### src/pmic_config_defines.svh
// Purpose: Offsets, field positions, reset values and timing counts of the
//          power management configuration register bank.
// Assumes: Included by its bare name from the package and the bank.
// Notes:   Definitions only.
`ifndef PMIC_CONFIG_DEFINES_SVH
`define PMIC_CONFIG_DEFINES_SVH

// Register offsets
`define OFS_POWER_ON_EVENT        8'h00
`define OFS_CHARGER_CONTROL       8'h01
`define OFS_BATTERY_LOW_ALARM     8'h04
`define OFS_REGULATOR_ONE_CONTROL 8'h07

// Field positions
`define REG1_EN_BIT      5
`define EVT_ACK_BIT      4
`define CHG_TERM_MSB     7
`define CHG_TERM_LSB     6
`define CHG_CUR_MSB      5
`define CHG_CUR_LSB      2
`define CHG_EN_BIT       1
`define CHG_EOC_BIT      0

// Reset values and the reserved termination code
`define RST_CHG_TERM     2'h1
`define RST_CHG_EN       1'b1
`define RST_CHG_EOC      1'b1
`define RST_BATT_CODE    5'h0c
`define RST_REG1_CODE    5'h00
`define RST_ALARM_MV     12'hb54
`define RST_IRQ_MV       12'hc1c
`define TERM_RESERVED    2'h3

// Code limits and scaling in millivolts
`define REG1_CODE_MAX    5'h15
`define REG1_BASE_MV     12'h4b0
`define REG1_STEP_MV     12'h064
`define CUR_CODE_MAX     4'h9
`define BATT_CODE_MAX    5'h14
`define BATT_TOP_MV      12'hdac
`define BATT_STEP_MV     12'h032
`define BATT_IRQ_OFS_MV  12'h0c8

// Timing, in milliseconds, clock rate in kHz and timer width in bits
`define CLK_FREQ_KHZ     250000
`define ACK_DEADLINE_MS  128
`define RESET_HOLD_MS    2
`define TIMER_W          26

`endif

### src/pmic_config_pkg.sv
// Purpose: Types shared by the configuration register bank.
// Assumes: The timer field width comes from the defines header.
// Notes:   Whole bank state travels as one packed struct.
`include "pmic_config_defines.svh"

package pmic_config_pkg;

    // Power-up supervision states
    typedef enum logic [2:0] {
        ST_OFF,
        ST_WAIT_ACK,
        ST_ACTIVE,
        ST_RESET_HOLD
    } power_state_t;

    // All state of the bank
    typedef struct packed {
        power_state_t        state;
        logic [`TIMER_W-1:0] timer;
        logic [7:0]          rd_data;
        logic                rd_valid;
        logic                ack;
        logic [3:0]          cause;
        logic [1:0]          term;
        logic [3:0]          cur;
        logic                chg_en;
        logic                eoc;
        logic [4:0]          batt_code;
        logic                reg1_en;
        logic [4:0]          reg1_code;
        logic [11:0]         reg1_mv;
        logic [11:0]         alarm_mv;
        logic [11:0]         irq_mv;
        logic [3:0]          cur_out;
    } bank_state_t;

endpackage

### src/pmic_config_register_bank.sv
// Purpose: Configuration and status register bank of a portable power
//          manager, written by the serial slave engine by register index.
// Assumes: The serial engine hands over one index/data pair per write and
//          one index per read; all inputs synchronous to clk.
// Notes:   Also supervises the power-on acknowledge deadline.
`timescale 1ns/100ps
`include "pmic_config_defines.svh"

module pmic_config_register_bank #(
    parameter int unsigned ACK_DEADLINE_CYCLES = `ACK_DEADLINE_MS * `CLK_FREQ_KHZ,
    parameter int unsigned RESET_HOLD_CYCLES   = `RESET_HOLD_MS * `CLK_FREQ_KHZ,
    parameter logic [3:0]  CUR_FACTORY_DEFAULT = 4'h4
) (
    // Clock and reset
    input  wire logic        clk,
    input  wire logic        rst_n,
    // Register access from the serial slave engine
    input  wire logic        reg_wr_en,
    input  wire logic        reg_rd_en,
    input  wire logic [7:0]  reg_index,
    input  wire logic [7:0]  reg_wr_data,
    output logic      [7:0]  reg_rd_data,
    output logic             reg_rd_valid,
    // Power-up sequencer and wake causes
    input  wire logic        power_on_start,
    input  wire logic        seq_reg1_on,
    input  wire logic        wake_battery_insert,
    input  wire logic        wake_push_button,
    input  wire logic        wake_adapter_supply,
    input  wire logic        wake_bus_supply,
    // Host handshake and supply sense
    input  wire logic        power_ack_pin,
    input  wire logic        ext_supply_present,
    // Power and reset control
    output logic             power_enable,
    output logic             system_reset_output_n,
    // First linear regulator
    output logic             reg1_enable,
    output logic             reg1_shunt_enable,
    output logic      [4:0]  reg1_voltage_code,
    output logic      [11:0] reg1_voltage_mv,
    // Charger
    output logic      [1:0]  chg_term_select,
    output logic      [3:0]  full_rate_charge_current,
    output logic             chg_enable,
    output logic             chg_eoc_select,
    // Battery low alarm
    output logic      [11:0] batt_alarm_mv,
    output logic      [11:0] batt_irq_mv
);

    localparam logic [`TIMER_W-1:0] DEADLINE_LAST = `TIMER_W'(ACK_DEADLINE_CYCLES - 1);
    localparam logic [`TIMER_W-1:0] HOLD_LAST     = `TIMER_W'(RESET_HOLD_CYCLES - 1);

    pmic_config_pkg::bank_state_t s_reg;
    pmic_config_pkg::bank_state_t s_next;

    logic       wr_event;
    logic       wr_chg;
    logic       wr_batt;
    logic       wr_reg1;
    logic [3:0] wake_vec;
    logic [4:0] reg1_clamped;
    logic [4:0] batt_clamped;

    // Write decode by register index
    assign wr_event = reg_wr_en && (reg_index == `OFS_POWER_ON_EVENT);
    assign wr_chg   = reg_wr_en && (reg_index == `OFS_CHARGER_CONTROL);
    assign wr_batt  = reg_wr_en && (reg_index == `OFS_BATTERY_LOW_ALARM);
    assign wr_reg1  = reg_wr_en && (reg_index == `OFS_REGULATOR_ONE_CONTROL);
    assign wake_vec = {wake_battery_insert, wake_push_button,
                       wake_adapter_supply, wake_bus_supply};

    // Next state of the whole bank
    always_comb begin
        s_next          = s_reg;
        s_next.rd_valid = 1'b0;
        reg1_clamped    = 5'h00;
        batt_clamped    = 5'h00;

        // Read path; unmapped indices and reserved bits return zero
        if (reg_rd_en) begin
            s_next.rd_valid = 1'b1;
            case (reg_index)
                `OFS_POWER_ON_EVENT:        s_next.rd_data = {3'h0, s_reg.ack, s_reg.cause};
                `OFS_CHARGER_CONTROL:       s_next.rd_data = {s_reg.term, s_reg.cur,
                                                              s_reg.chg_en, s_reg.eoc};
                `OFS_BATTERY_LOW_ALARM:     s_next.rd_data = {3'h0, s_reg.batt_code};
                `OFS_REGULATOR_ONE_CONTROL: s_next.rd_data = {2'h0, s_reg.reg1_en,
                                                              s_reg.reg1_code};
                default:                    s_next.rd_data = 8'h00;
            endcase
        end

        // Acknowledge bit is the only writable bit of the event register
        if (wr_event) begin
            s_next.ack = reg_wr_data[`EVT_ACK_BIT];
        end

        // Charger control; reserved termination code is not stored
        if (wr_chg) begin
            if (reg_wr_data[`CHG_TERM_MSB:`CHG_TERM_LSB] != `TERM_RESERVED) begin
                s_next.term = reg_wr_data[`CHG_TERM_MSB:`CHG_TERM_LSB];
            end
            s_next.cur    = reg_wr_data[`CHG_CUR_MSB:`CHG_CUR_LSB];
            s_next.chg_en = reg_wr_data[`CHG_EN_BIT];
            s_next.eoc    = reg_wr_data[`CHG_EOC_BIT];
        end

        // Battery alarm threshold, upper bits dropped
        if (wr_batt) begin
            s_next.batt_code = reg_wr_data[4:0];
        end

        // Regulator control; voltage taken whatever the enable state
        if (wr_reg1) begin
            s_next.reg1_code = reg_wr_data[4:0];
            s_next.reg1_en   = reg_wr_data[`REG1_EN_BIT];
        end

        // Power-up supervision
        case (s_reg.state)
            pmic_config_pkg::ST_OFF: begin
                s_next.timer = '0;
                if (power_on_start) begin
                    s_next.state = pmic_config_pkg::ST_WAIT_ACK;
                    s_next.cause = 4'h0; // Fresh causes per power-on
                end
            end
            pmic_config_pkg::ST_WAIT_ACK: begin
                if (s_reg.ack || power_ack_pin) begin
                    s_next.state = pmic_config_pkg::ST_ACTIVE;
                    s_next.timer = '0;
                end else if (s_reg.timer == DEADLINE_LAST) begin
                    s_next.state = pmic_config_pkg::ST_RESET_HOLD;
                    s_next.timer = '0;
                end else begin
                    s_next.timer = s_reg.timer + 1'b1;
                end
            end
            pmic_config_pkg::ST_ACTIVE: begin
                s_next.timer = '0;
                if (!s_reg.ack && !power_ack_pin && !ext_supply_present) begin
                    s_next.state = pmic_config_pkg::ST_OFF;
                end
            end
            pmic_config_pkg::ST_RESET_HOLD: begin
                if (s_reg.timer == HOLD_LAST) begin
                    s_next.state = pmic_config_pkg::ST_OFF;
                    s_next.timer = '0;
                end else begin
                    s_next.timer = s_reg.timer + 1'b1;
                end
            end
            default: begin
                s_next.state = pmic_config_pkg::ST_OFF;
                s_next.timer = '0;
            end
        endcase

        // Power removal drops the regulator and the acknowledge
        if ((s_reg.state != pmic_config_pkg::ST_OFF) &&
            (s_next.state == pmic_config_pkg::ST_OFF)) begin
            s_next.reg1_en = 1'b0;
            s_next.ack     = 1'b0;
        end

        // Sequencer enable wins over a software clear
        if (seq_reg1_on) begin
            s_next.reg1_en = 1'b1;
        end

        // Wake causes are sticky; a set wins over the power-on clear
        s_next.cause = s_next.cause | wake_vec;

        // Regulator voltage, clamped at the top setting
        reg1_clamped = (s_next.reg1_code > `REG1_CODE_MAX) ? `REG1_CODE_MAX
                                                           : s_next.reg1_code;
        s_next.reg1_mv = `REG1_BASE_MV + (`REG1_STEP_MV * {7'h00, reg1_clamped});

        // Alarm level with its floor and interrupt offset
        batt_clamped = (s_next.batt_code > `BATT_CODE_MAX) ? `BATT_CODE_MAX
                                                           : s_next.batt_code;
        s_next.alarm_mv = `BATT_TOP_MV - (`BATT_STEP_MV * {7'h00, batt_clamped});
        s_next.irq_mv   = s_next.alarm_mv + `BATT_IRQ_OFS_MV;

        // Charge current codes past the top setting clamp
        s_next.cur_out = (s_next.cur > `CUR_CODE_MAX) ? `CUR_CODE_MAX : s_next.cur;
    end

    // State register with reset values
    always_ff @(posedge clk) begin
        if (!rst_n) begin
            s_reg           <= '0;
            s_reg.state     <= pmic_config_pkg::ST_OFF;
            s_reg.term      <= `RST_CHG_TERM;
            s_reg.cur       <= CUR_FACTORY_DEFAULT;
            s_reg.cur_out   <= CUR_FACTORY_DEFAULT;
            s_reg.chg_en    <= `RST_CHG_EN;
            s_reg.eoc       <= `RST_CHG_EOC;
            s_reg.batt_code <= `RST_BATT_CODE;
            s_reg.reg1_code <= `RST_REG1_CODE;
            s_reg.reg1_mv   <= `REG1_BASE_MV;
            s_reg.alarm_mv  <= `RST_ALARM_MV;
            s_reg.irq_mv    <= `RST_IRQ_MV;
        end else begin
            s_reg <= s_next;
        end
    end

    // Outputs straight from the state register
    assign reg_rd_data              = s_reg.rd_data;
    assign reg_rd_valid             = s_reg.rd_valid;
    assign power_enable             = (s_reg.state != pmic_config_pkg::ST_OFF);
    assign system_reset_output_n    = (s_reg.state == pmic_config_pkg::ST_WAIT_ACK) ||
                                      (s_reg.state == pmic_config_pkg::ST_ACTIVE);
    assign reg1_enable              = s_reg.reg1_en;
    assign reg1_shunt_enable        = !s_reg.reg1_en;
    assign reg1_voltage_code        = s_reg.reg1_code;
    assign reg1_voltage_mv          = s_reg.reg1_mv;
    assign chg_term_select          = s_reg.term;
    assign full_rate_charge_current = s_reg.cur_out;
    assign chg_enable               = s_reg.chg_en;
    assign chg_eoc_select           = s_reg.eoc;
    assign batt_alarm_mv            = s_reg.alarm_mv;
    assign batt_irq_mv              = s_reg.irq_mv;
endmodule

### config.mk
export PLATFORM = sky130hd
export DESIGN_NAME = pmic_config_register_bank
export DESIGN_NICKNAME = d
export VERILOG_FILES = /design/src/pmic_config_pkg.sv /design/src/pmic_config_register_bank.sv
export VERILOG_INCLUDE_DIRS = /design/src
export SDC_FILE = /design/constraint.sdc
export NUM_CORES = 1
export LEC_CHECK = 0
export ABC_CLOCK_PERIOD_IN_PS = 6850
export BUFFER_PORTS_ARGS = -buffer_cell sky130_fd_sc_hd__buf_2
export CAP_MARGIN = 40
export CORE_ASPECT_RATIO = 1.4
export CORE_MARGIN = 1.5
export CORE_UTILIZATION = 25
export CTS_CLUSTER_SIZE = 28
export DETAILED_ROUTE_END_ITERATION = 16
export MAX_ROUTING_LAYER = met4
export PLACE_DENSITY_LB_ADDON = 0.05
export SYNTH_ARGS = -nofsm -noshare
export SYNTH_HDL_FRONTEND = slang
export SYNTH_SLANG_ARGS = --single-unit
### constraint.sdc
create_clock -name clk -period 6.85 [get_ports clk]
set_input_delay 0.685 -clock clk [delete_from_list [all_inputs] [get_ports clk]]
set_output_delay 0.685 -clock clk [all_outputs]
set_load 0.1 [all_outputs]
==> results.sh, run 1 <==
export IMPL_detail_route_first_pass_iterations=4
export IMPL_io_pins=90
export IMPL_slew_headroom=0.512
export IMPL_dieArea_sq_um=22300
export IMPL_rows=63
export IMPL_grt_pass1_wl_um=22200
export IMPL_synth_cell_area_sq_um=5340
export IMPL_cts_tree="done"
export IMPL_grt_max_degree=35
export IMPL_wl_met2_um=7480
export IMPL_worstReg2RegEnd="batt_irq_mv[10]"
export IMPL_crit_path_max_fanout=9
export IMPL_fmax_mhz=216
export IMPL_gp_congestion=0.751
export IMPL_setup_viol=0
export IMPL_slew_violations=0
export IMPL_r2r_start="s_reg[49]"
export IMPL_clockBufferDepth=2
export IMPL_drive_gt1_frac=0.188
export IMPL_synth_area_per_cell_sq_um=8.68
export IMPL_finalNonFillerCells=911
export IMPL_max_vdd_ir_drop_mv=0.108
export IMPL_synthArstFlopShare=0
export IMPL_top_layer="met4"
export IMPL_cp_data_arrival_time_ns=4.92
export IMPL_place_inst=894
export IMPL_die_h_um=176
export IMPL_crit_path_cell_trace="buf_2 -> nor2_1 -> and3_1 -> nand2_1 -> nand2_1 -> a31oi_1 -> ha_1 -> ha_1 -> ha_1 -> inv_1 -> fa_1 -> nor2_1 -> a221oi_2 -> o211ai_1 -> o311ai_1 -> mux2i_1"
export IMPL_worstMarginPinSlew_ns=0.729
export IMPL_min_path_cells=1
export IMPL_synth_top_cell_area_share=0.360
export IMPL_p_leak_nw=2.47
export IMPL_cts_inserted_buffers=9
export IMPL_power_density_nw_per_um2=194
export IMPL_clkSlewWorstSetupHoldPaths_ns=0.07
export IMPL_nNetsFinal=704
export IMPL_finalSetupTns_ns=0
export IMPL_grt_pass1_vias=4173
export IMPL_post_cts_resize_count=0
export IMPL_crit_path_frequent_cell="ha_1"
export IMPL_hold_path_class="reg2reg"
export IMPL_antenna_left=0
export IMPL_path_class="in2reg"
export IMPL_holdPathEnd="s_reg[73]"
export IMPL_die_width_um=127
export IMPL_place_hpwl_um=10700
export IMPL_critPathRequiredTime_ns=7.14
export IMPL_yosysTopAreaCell="dfxtp_1"
export IMPL_initial_core_util=0.254
export IMPL_ys_seq_area_frac=0.360
export IMPL_core_area_sq_um=21000
export IMPL_hold_viol_final=0
export IMPL_path_buf_inv=2
export IMPL_htree_levels=3
export IMPL_synth_edff_count=0
export IMPL_slowest_delay_ns=0.67
export IMPL_synth_area_top_cells="dfxtp_1, buf_4, ha_1, nor2_1, xor2_1"
export IMPL_cp_top_family="simple AND/OR/NAND/NOR gates"
export IMPL_cp_end_kind="register"
export IMPL_largest_reg_flops=43
export IMPL_wl_met3_um=485
export IMPL_via_per_inst=4.60
export IMPL_fin_skew_ns=0.0109
export IMPL_synthToLayoutAreaGrowth_pct=11.0
export IMPL_synthCells=616
export IMPL_clkSinkCount=96
export IMPL_wirelength_um=13900
export IMPL_reg2reg_depth=12
export IMPL_ctsHoldBuffers=0
export IMPL_post_cts_buffers=0
export IMPL_rrSetupSlack_ns=3.13
export IMPL_route_vias_total=4195
export IMPL_final_period_utilization=0.676
export IMPL_clk_latency_ns=0.36
export IMPL_post_route_drc_count=0
export IMPL_maxCapViolCount=0
export IMPL_ys_types=65
export IMPL_gr_usage_all_layers=0.134
export IMPL_rsz0062_at_grt="no"
export IMPL_post_drt_wl_per_cell_um=15.3
export IMPL_holdCritStartpoint="s_reg[73]"
export IMPL_portBuffers=85
export IMPL_drtIter0Drc=200
export IMPL_cp_depth=16
export IMPL_ys_warn_count=0
export IMPL_status="complete, no violations"
export IMPL_grt_ovfl_total=0
export IMPL_period_needed_ns=4.63
export IMPL_antenna_found_initial=1
export IMPL_synth_seq_cells=96
export IMPL_cpMaxStageDelayCell="fa_1"
export IMPL_worstSetupStartpointType="primary input"
export IMPL_cts_root_buf="clkbuf_16"
export IMPL_wl_met1_um=5720
export IMPL_ys_flop_type="dfxtp_1"
-- routing by layer --
metal,vias up,global-route usage
met5,-,-
met4,0,0.0584
met3,14,0.0206
met2,78,0.248
met1,1970,0.141
li1,2133,-
-- how the worst max path moves through the flow --
stage	startpoint	to
after floorplan	reg_index[2]	batt_irq_mv[10]
after global placement	reg_index[5]	batt_irq_mv[11]
after detailed placement	reg_index[5]	batt_irq_mv[10]
after CTS	reg_index[5]	batt_irq_mv[10]
after global routing	reg_index[5]	batt_irq_mv[10]
final	reg_index[5]	batt_irq_mv[10]
-- metrics by stage --
step                      instance area [sq um]  hold slack [ns]   util  setup slack, ns  total power, mW
after global routing                       5930            0.494  0.282             2.04             1.21
after detailed placement                   5650            0.454  0.268             1.88            0.663
after floorplan                            5360            0.430      -             2.35            0.641
after global placement                     5630            0.447  0.268             2.02            0.663
final                                      5930            0.464  0.282             2.22             1.15
after CTS                                  5930            0.472  0.282             2.26             1.18
-- cell usage after synthesis (2+ instances only) --
cell	count
dfxtp_1	96
nor2_1	71
buf_4	57
nand2_1	47
ha_1	29
a21oi_1	27
nand3_1	25
inv_1	23
xor2_1	22
xnor2_1	21
clkbuf_1	16
nor3_1	16
and2_1	15
nand2b_1	15
mux2i_1	14
o21ai_0	12
nand4_1	10
and3_1	8
or3_1	8
a21o_1	6
a22oi_1	6
nor4_1	5
o21ai_1	4
o22ai_1	4
a221oi_1	3
a31oi_1	3
mux2_2	3
nor2b_1	3
o211a_1	3
or2_2	3
and4_1	2
fa_1	2
nor4b_1	2
o211ai_1	2
o21a_1	2
o221ai_1	2
-- layout make-up --
type | count | area (sq um)
clock inverter | 6 | 52.6
multi-input combinational | 426 | 2850
timing repair buffer | 88 | 455
inverter | 24 | 90.1
clock buffer | 10 | 229
tap | 260 | 325
fill | 2294 | 15100
sequential | 96 | 1920
antenna | 1 | 2.50
-- power by group --
part	internal (mW)	leakage (nW)	total (mW)	switching, mW
Clock	0.252	0.125	0.503	0.251
Sequential	0.562	0.776	0.565	0.00325
Combinational	0.0192	1.57	0.0832	0.0639
-- logic make-up after synthesis --
logic type,synth area share
compound gates,0.115
xor+xnor,0.0747
fa+ha+maj,0.0754
buf+inv,0.109
flops,0.360
mux,0.0396
other cells,0.000702
simple gates,0.225
-- cell usage in the layout, fill, tap and decap left out, types with 5 or more instances in the layout --
cell type and instances:
dfxtp_1 96, buf_2 85, nor2_1 71, nand2_1 47
ha_1 29, a21oi_1 27, nand3_1 25, inv_1 23
xor2_1 22, xnor2_1 21, nor3_1 16, and2_1 15
nand2b_1 15, mux2i_1 14, o21ai_0 12, nand4_1 10
clkbuf_16 9, and3_1 8, or3_1 8, a21o_1 6
a22oi_1 6, nor4_1 5, conb_1 5
No activity file was read; power rests on OpenSTA's default activity.
==> inputs of run 2 (changes only) <==
Settings changed: ABC_CLOCK_PERIOD_IN_PS 6850 to 4700.
Clock period 6.85 ns to 4.7 ns, I/O delays scaled along.
==> run 2 against run 1 <==
Design area up 1.9%; worst setup slack worse by 1.7 ns; sequential power rose by 46%; die area unchanged; non-clock buffer count grew 9; via count down 0.38%; critical endpoint is now reg1_voltage_mv[11]; largest cell class unchanged; largest power group unchanged.
==> results.sh, run 2 (synthesis results as in run 1) <==
export IMPL_io_pins=90
export IMPL_grt_pass1_vias=4205
export IMPL_crit_path_cell_trace="buf_2 -> nor4b_4 -> buf_4 -> nand4_4 -> mux2i_1 -> a21oi_1 -> nor2_1 -> ha_1 -> ha_1 -> ha_1 -> inv_1 -> fa_1 -> xnor2_1 -> nand3_1 -> o21ai_1 -> xnor2_1 -> and2_1"
export IMPL_post_route_util=0.287
export IMPL_final_cell_mix="dfxtp_1, buf_2, nor2_1"
export IMPL_grt_ovfl_total=0
export IMPL_drtIter0Drc=171
export IMPL_finalSetupTns_ns=0
export IMPL_path_class="in2reg"
export IMPL_clockBufferDepth=2
export IMPL_initial_core_util=0.254
export IMPL_max_vdd_ir_drop_mv=0.171
export IMPL_period_needed_ns=4.17
export IMPL_portBuffers=85
export IMPL_cp_top_family="adder cells"
export IMPL_post_cts_buffers=0
export IMPL_gp_congestion=0.758
export IMPL_cp_data_arrival_time_ns=4.41
export IMPL_clk_latency_ns=0.36
export IMPL_fmax_mhz=240
export IMPL_n_fill_cell=2257
export IMPL_clkSinkCount=96
export IMPL_slew_violations=0
export IMPL_cp_end_kind="register"
export IMPL_post_drt_wl_per_cell_um=15.2
export IMPL_post_route_drc_count=0
export IMPL_hold_path_class="in2reg"
export IMPL_status="complete, no violations"
export IMPL_place_inst=903
export IMPL_rows=63
export IMPL_r2r_start="s_reg[49]"
export IMPL_finalNonFillerCells=921
export IMPL_final_period_utilization=0.886
export IMPL_wirelength_um=14000
export IMPL_clkSlewWorstSetupHoldPaths_ns=0.08
export IMPL_cts_root_buf="clkbuf_16"
export IMPL_slowest_delay_ns=0.55
export IMPL_post_route_cell_area_sq_um=6040
export IMPL_drive_gt1_frac=0.200
export IMPL_cts_inserted_buffers=9
export IMPL_fin_skew_ns=0.0111
export IMPL_p_leak_nw=2.55
export IMPL_slew_headroom=0.551
export IMPL_rsz0062_at_grt="no"
export IMPL_synthToLayoutAreaGrowth_pct=13.0
export IMPL_final_common_cell="dfxtp_1"
export IMPL_crit_path_start="reg_index[2]"
export IMPL_nNetsFinal=713
export IMPL_htree_levels=3
export IMPL_grt_max_degree=27
export IMPL_die_h_um=176
export IMPL_core_area_sq_um=21000
export IMPL_power_density_nw_per_um2=286
export IMPL_critPathRequiredTime_ns=4.95
export IMPL_detail_route_first_pass_iterations=4
export IMPL_gr_usage_all_layers=0.134
export IMPL_ctsHoldBuffers=0
export IMPL_multi_input_area_sq_um=2850
export IMPL_dpl_cell_area_sq_um=5730
export IMPL_place_hpwl_um=11000
export IMPL_largest_reg_flops=43
export IMPL_route_vias_total=4179
export IMPL_setup_viol=0
export IMPL_grt_pass1_wl_um=22300
export IMPL_worstSetupStartpointType="primary input"
export IMPL_antenna_left=0
export IMPL_crit_path_frequent_cell="ha_1"
export IMPL_dieArea_sq_um=22300
export IMPL_cts_tree="done"
export IMPL_ff_latch_area_sq_um=1920
export IMPL_hold_viol_final=0
export IMPL_antenna_found_initial=1
export IMPL_via_per_inst=4.54
export IMPL_cpMaxStageDelayCell="mux2i_1"
export IMPL_maxCapViolCount=0
export IMPL_post_cts_resize_count=0
export IMPL_holdCritStartpoint="wake_bus_supply"
export IMPL_worstMarginPinSlew_ns=0.670
export IMPL_crit_path_max_fanout=8
export IMPL_die_width_um=127
export IMPL_path_buf_inv=3
[run 2: final timing paths]
kind                                             to  slack [ns]  cells after the start
worst min register to register            s_reg[73]        0.47                      1
worst max register to register      batt_irq_mv[10]        0.94                     12
worst max-delay path            reg1_voltage_mv[11]        0.53                     17
worst min-delay path                      s_reg[59]        0.32                      3
[run 2: cell type report]
cell class / instances / area share
clock buffer: 9 / 0.0373
sequential: 96 / 0.318
inverter: 24 / 0.0149
tap: 260 / 0.0539
timing repair buffer: 97 / 0.0886
multi-input combinational: 426 / 0.472
clock inverter: 7 / 0.0139
antenna: 2 / 0.000829
[run 2: power breakdown]
group	leakage (nW)	switching, mW	internal (mW)
registers	0.776	0.00482	0.819
logic	1.62	0.0937	0.0298
clock network	0.149	0.358	0.423
[run 2: tightest hold or removal path: cells and delay by family]
kind                   cells  cell delay, ns
buffers and inverters      1            0.08
AND/OR/NAND/NOR            1            0.07
AO/OA/AOI/OAI              1            0.03
[run 2: layer usage]
layer,routed length [um],up-vias,track usage
li1,-,2140,-
met1,5870,1959,0.141
met2,7380,62,0.245
met3,513,18,0.0291
met4,260,0,0.0508
met5,0,-,-
[run 2: stage by stage]
stage | hold WS (ns) | power, mW | worst slack (ns)
4_1_cts | 0.306 | 1.77 | 0.459
3_5_place_dp | 0.447 | 0.969 | 0.0770
2_1_floorplan | 0.430 | 0.934 | 0.412
3_3_place_gp | 0.448 | 0.968 | 0.116
5_1_grt | 0.321 | 1.81 | 0.224
6_report | 0.323 | 1.73 | 0.534
==> inputs of run 3 (changes only) <==
Settings changed: ABC_AREA set to 1, CORE_MARGIN 1.5 to 1.
==> run 3 against run 2 <==
Flip-flop and latch count unchanged; utilization increased by 0.18 points; sequential share of layout area is 0.66 points lower; sequential power about the same; clock-buffer cell count is 2 higher; non-clock buffer count shrank 10.
==> results.sh, run 3 <==
export IMPL_synthXorXnorAreaFrac=0.0349
export IMPL_slew_headroom=0.461
export IMPL_ys_warn_count=0
export IMPL_seqPwrFrac=0.469
export IMPL_die_width_um=127
export IMPL_ys_types=55
export IMPL_netlist_top_cells_count="nand2_1, dfxtp_1, inv_1, nor2_1, buf_4"
export IMPL_clockBufferDepth=2
export IMPL_cp_end_kind="register"
export IMPL_synth_area_per_cell_sq_um=7.44
export IMPL_dieArea_sq_um=22600
export IMPL_met3_usage=0.0202
export IMPL_grt_pass1_wl_um=23700
export IMPL_finalNonFillerCells=1072
export IMPL_clkSlewWorstSetupHoldPaths_ns=0.07
export IMPL_cts_inserted_buffers=9
export IMPL_ctsHoldBuffers=0
export IMPL_grt_pass1_vias=4724
export IMPL_period_needed_ns=4.13
export IMPL_die_h_um=177
export IMPL_switching_share=0.265
export IMPL_combPwrFrac=0.081
export IMPL_synth_cell_area_sq_um=5490
export IMPL_rows=63
export IMPL_crit_path_max_fanout=7
export IMPL_final_cell_mix="nand2_1, dfxtp_1, inv_1"
export IMPL_synthAdderAreaFrac=0.0734
export IMPL_hold_viol_final=0
export IMPL_max_vdd_ir_drop_mv=0.159
export IMPL_p_sw_uw=467
export IMPL_final_common_cell="nand2_1"
export IMPL_drive_gt1_frac=0.193
export IMPL_cp_data_arrival_time_ns=4.33
export IMPL_worstSetupStartpointType="primary input"
export IMPL_synthToLayoutAreaGrowth_pct=12.3
export IMPL_status="complete, no violations"
export IMPL_initial_core_util=0.257
export IMPL_hold_path_class="in2reg"
export IMPL_finalSetupTns_ns=0
export IMPL_post_cts_resize_count=0
export IMPL_yosysTopAreaCell="dfxtp_1"
export IMPL_grt_ovfl_total=0
export IMPL_cts_root_buf="clkbuf_16"
export IMPL_maxCapViolCount=0
export IMPL_drtIter0Drc=174
export IMPL_detail_route_first_pass_iterations=4
export IMPL_synth_top_cell_area_share=0.350
export IMPL_pwr_share_clk=0.451
export IMPL_portBuffers=85
export IMPL_synth_edff_count=0
export IMPL_fmax_mhz=242
export IMPL_met1_usage=0.152
export IMPL_antenna_left=0
export IMPL_post_cts_buffers=0
export IMPL_largest_reg_flops=43
export IMPL_synth_compound_area_frac=0.0934
export IMPL_core_area_sq_um=21400
export IMPL_synth_simple_area_share=0.293
export IMPL_post_drt_wl_per_cell_um=13.5
export IMPL_slew_violations=0
export IMPL_power_density_nw_per_um2=285
export IMPL_synth_top_family_by_area="simple AND/OR/NAND/NOR gates"
export IMPL_synthMostInstantiatedCell="nand2_1"
export IMPL_gr_usage_all_layers=0.140
export IMPL_synth_area_top_cells="dfxtp_1, nand2_1, buf_4, ha_1, inv_1"
export IMPL_p_int_mw=1.29
export IMPL_clk_latency_ns=0.35
export IMPL_cts_tree="done"
export IMPL_rsz0062_at_grt="no"
export IMPL_met2_usage=0.255
export IMPL_place_hpwl_um=11400
export IMPL_nNetsFinal=833
export IMPL_path_class="in2reg"
export IMPL_setup_viol=0
export IMPL_synthArstFlopShare=0
export IMPL_clkSinkCount=96
export IMPL_ys_seq_area_frac=0.350
export IMPL_rrSetupSlack_ns=1.14
export IMPL_post_route_drc_count=0
export IMPL_wirelength_um=14400
export IMPL_worstMarginPinSlew_ns=0.802
export IMPL_synth_seq_cells=96
export IMPL_grt_max_degree=44
export IMPL_fin_skew_ns=0.00549
export IMPL_p_leak_nw=2.68
export IMPL_antenna_found_initial=1
export IMPL_final_period_utilization=0.878
export IMPL_place_inst=1055
export IMPL_synthCells=738
export IMPL_gr_max_usage_layer="met2"
export IMPL_gp_congestion=0.797
export IMPL_route_vias_total=4588
export IMPL_htree_levels=3
export IMPL_ys_flop_type="dfxtp_1"
export IMPL_io_pins=90
export IMPL_critPathRequiredTime_ns=4.91
export IMPL_via_per_inst=4.28
export IMPL_synth_mux_area_frac=0
## run 3: cell types whose count changed after synthesis, sizes merged, moves of 10 or more
cell | previous run | this run
nand2 | 47 | 154
inv | 24 | 99
nor2 | 71 | 93
and2 | 15 | 0
mux2i | 15 | 0
nand2b | 15 | 0
o21ai | 16 | 31
nand3 | 26 | 40
xnor2 | 21 | 10
xor2 | 22 | 11
a21oi | 27 | 37
## run 3: final timing paths
path | endpoint | from | cells past startpoint
max reg2reg | batt_irq_mv[11] | s_reg[47] | 23
min reg2reg | s_reg[73] | s_reg[73] | 1
max | reg1_voltage_mv[10] | reg_index[3] | 23
min | s_reg[59] | wake_bus_supply | 3
## run 3: stage by stage
| step | instance area, sq um | util | hold WS (ns) | setup slack [ns] | total power, mW |
|---|---|---|---|---|---|
| floorplan | 5510 | - | 0.413 | 0.855 | 0.961 |
| finish | 6170 | 0.289 | 0.340 | 0.574 | 1.76 |
| global route | 6170 | 0.289 | 0.339 | 0.270 | 1.83 |
| detailed placement | 5850 | 0.274 | 0.444 | 0.168 | 0.989 |
| global placement | 5840 | 0.273 | 0.431 | 0.181 | 0.988 |
| CTS | 6170 | 0.289 | 0.332 | 0.527 | 1.79 |
## run 3: metal layers
layer	vias to the layer above	routed length, um
met3	13	440
met5	-	0
met4	0	255
li1	2372	-
met1	2136	6070
met2	67	7680
## run 3: logic make-up (layout without fill, tap and decap cells)
| group | Yosys count | after routing |
|---|---|---|
| xor+xnor | 21 | 21 |
| other cells | 1 | 6 |
| fa+ha+maj | 31 | 31 |
| simple gates | 338 | 338 |
| compound gates | 85 | 85 |
| buf+inv | 166 | 203 |
| flops | 96 | 96 |
## run 3: final cells by class
cell class                 count  area (sq um)
sequential                    96          1920
clock inverter                 5          63.8
antenna                        1          2.50
fill                        2352         15200
clock buffer                  11           253
tap                          292           365
timing repair buffer          87           448
inverter                     100           380
multi-input combinational    480          2740
## run 3: worst max-delay path: stages
cell	delay (ns)
buf_2	0.10
inv_1	0.06
nand2_1	0.11
nor3_4	0.25
nand2_4	0.13
nor2_8	0.17
inv_4	0.09
o21ai_1	0.14
inv_1	0.09
or2_1	0.21
a21oi_1	0.21
nor2_1	0.11
ha_1	0.32
ha_1	0.28
ha_1	0.17
inv_1	0.06
fa_1	0.41
xnor2_1	0.31
inv_1	0.11
a21oi_1	0.30
nand2_1	0.10
nand2_1	0.07
nand3_1	0.07
## run 3: power by group through the flow
stage	Combinational, mW	Clock, mW	Sequential (mW)
2_1_floorplan	0.109	0	0.851
5_1_grt	0.153	0.850	0.826
3_5_place_dp	0.144	0	0.845
6_report	0.142	0.793	0.825
3_3_place_gp	0.144	0	0.844
4_1_cts	0.144	0.821	0.825
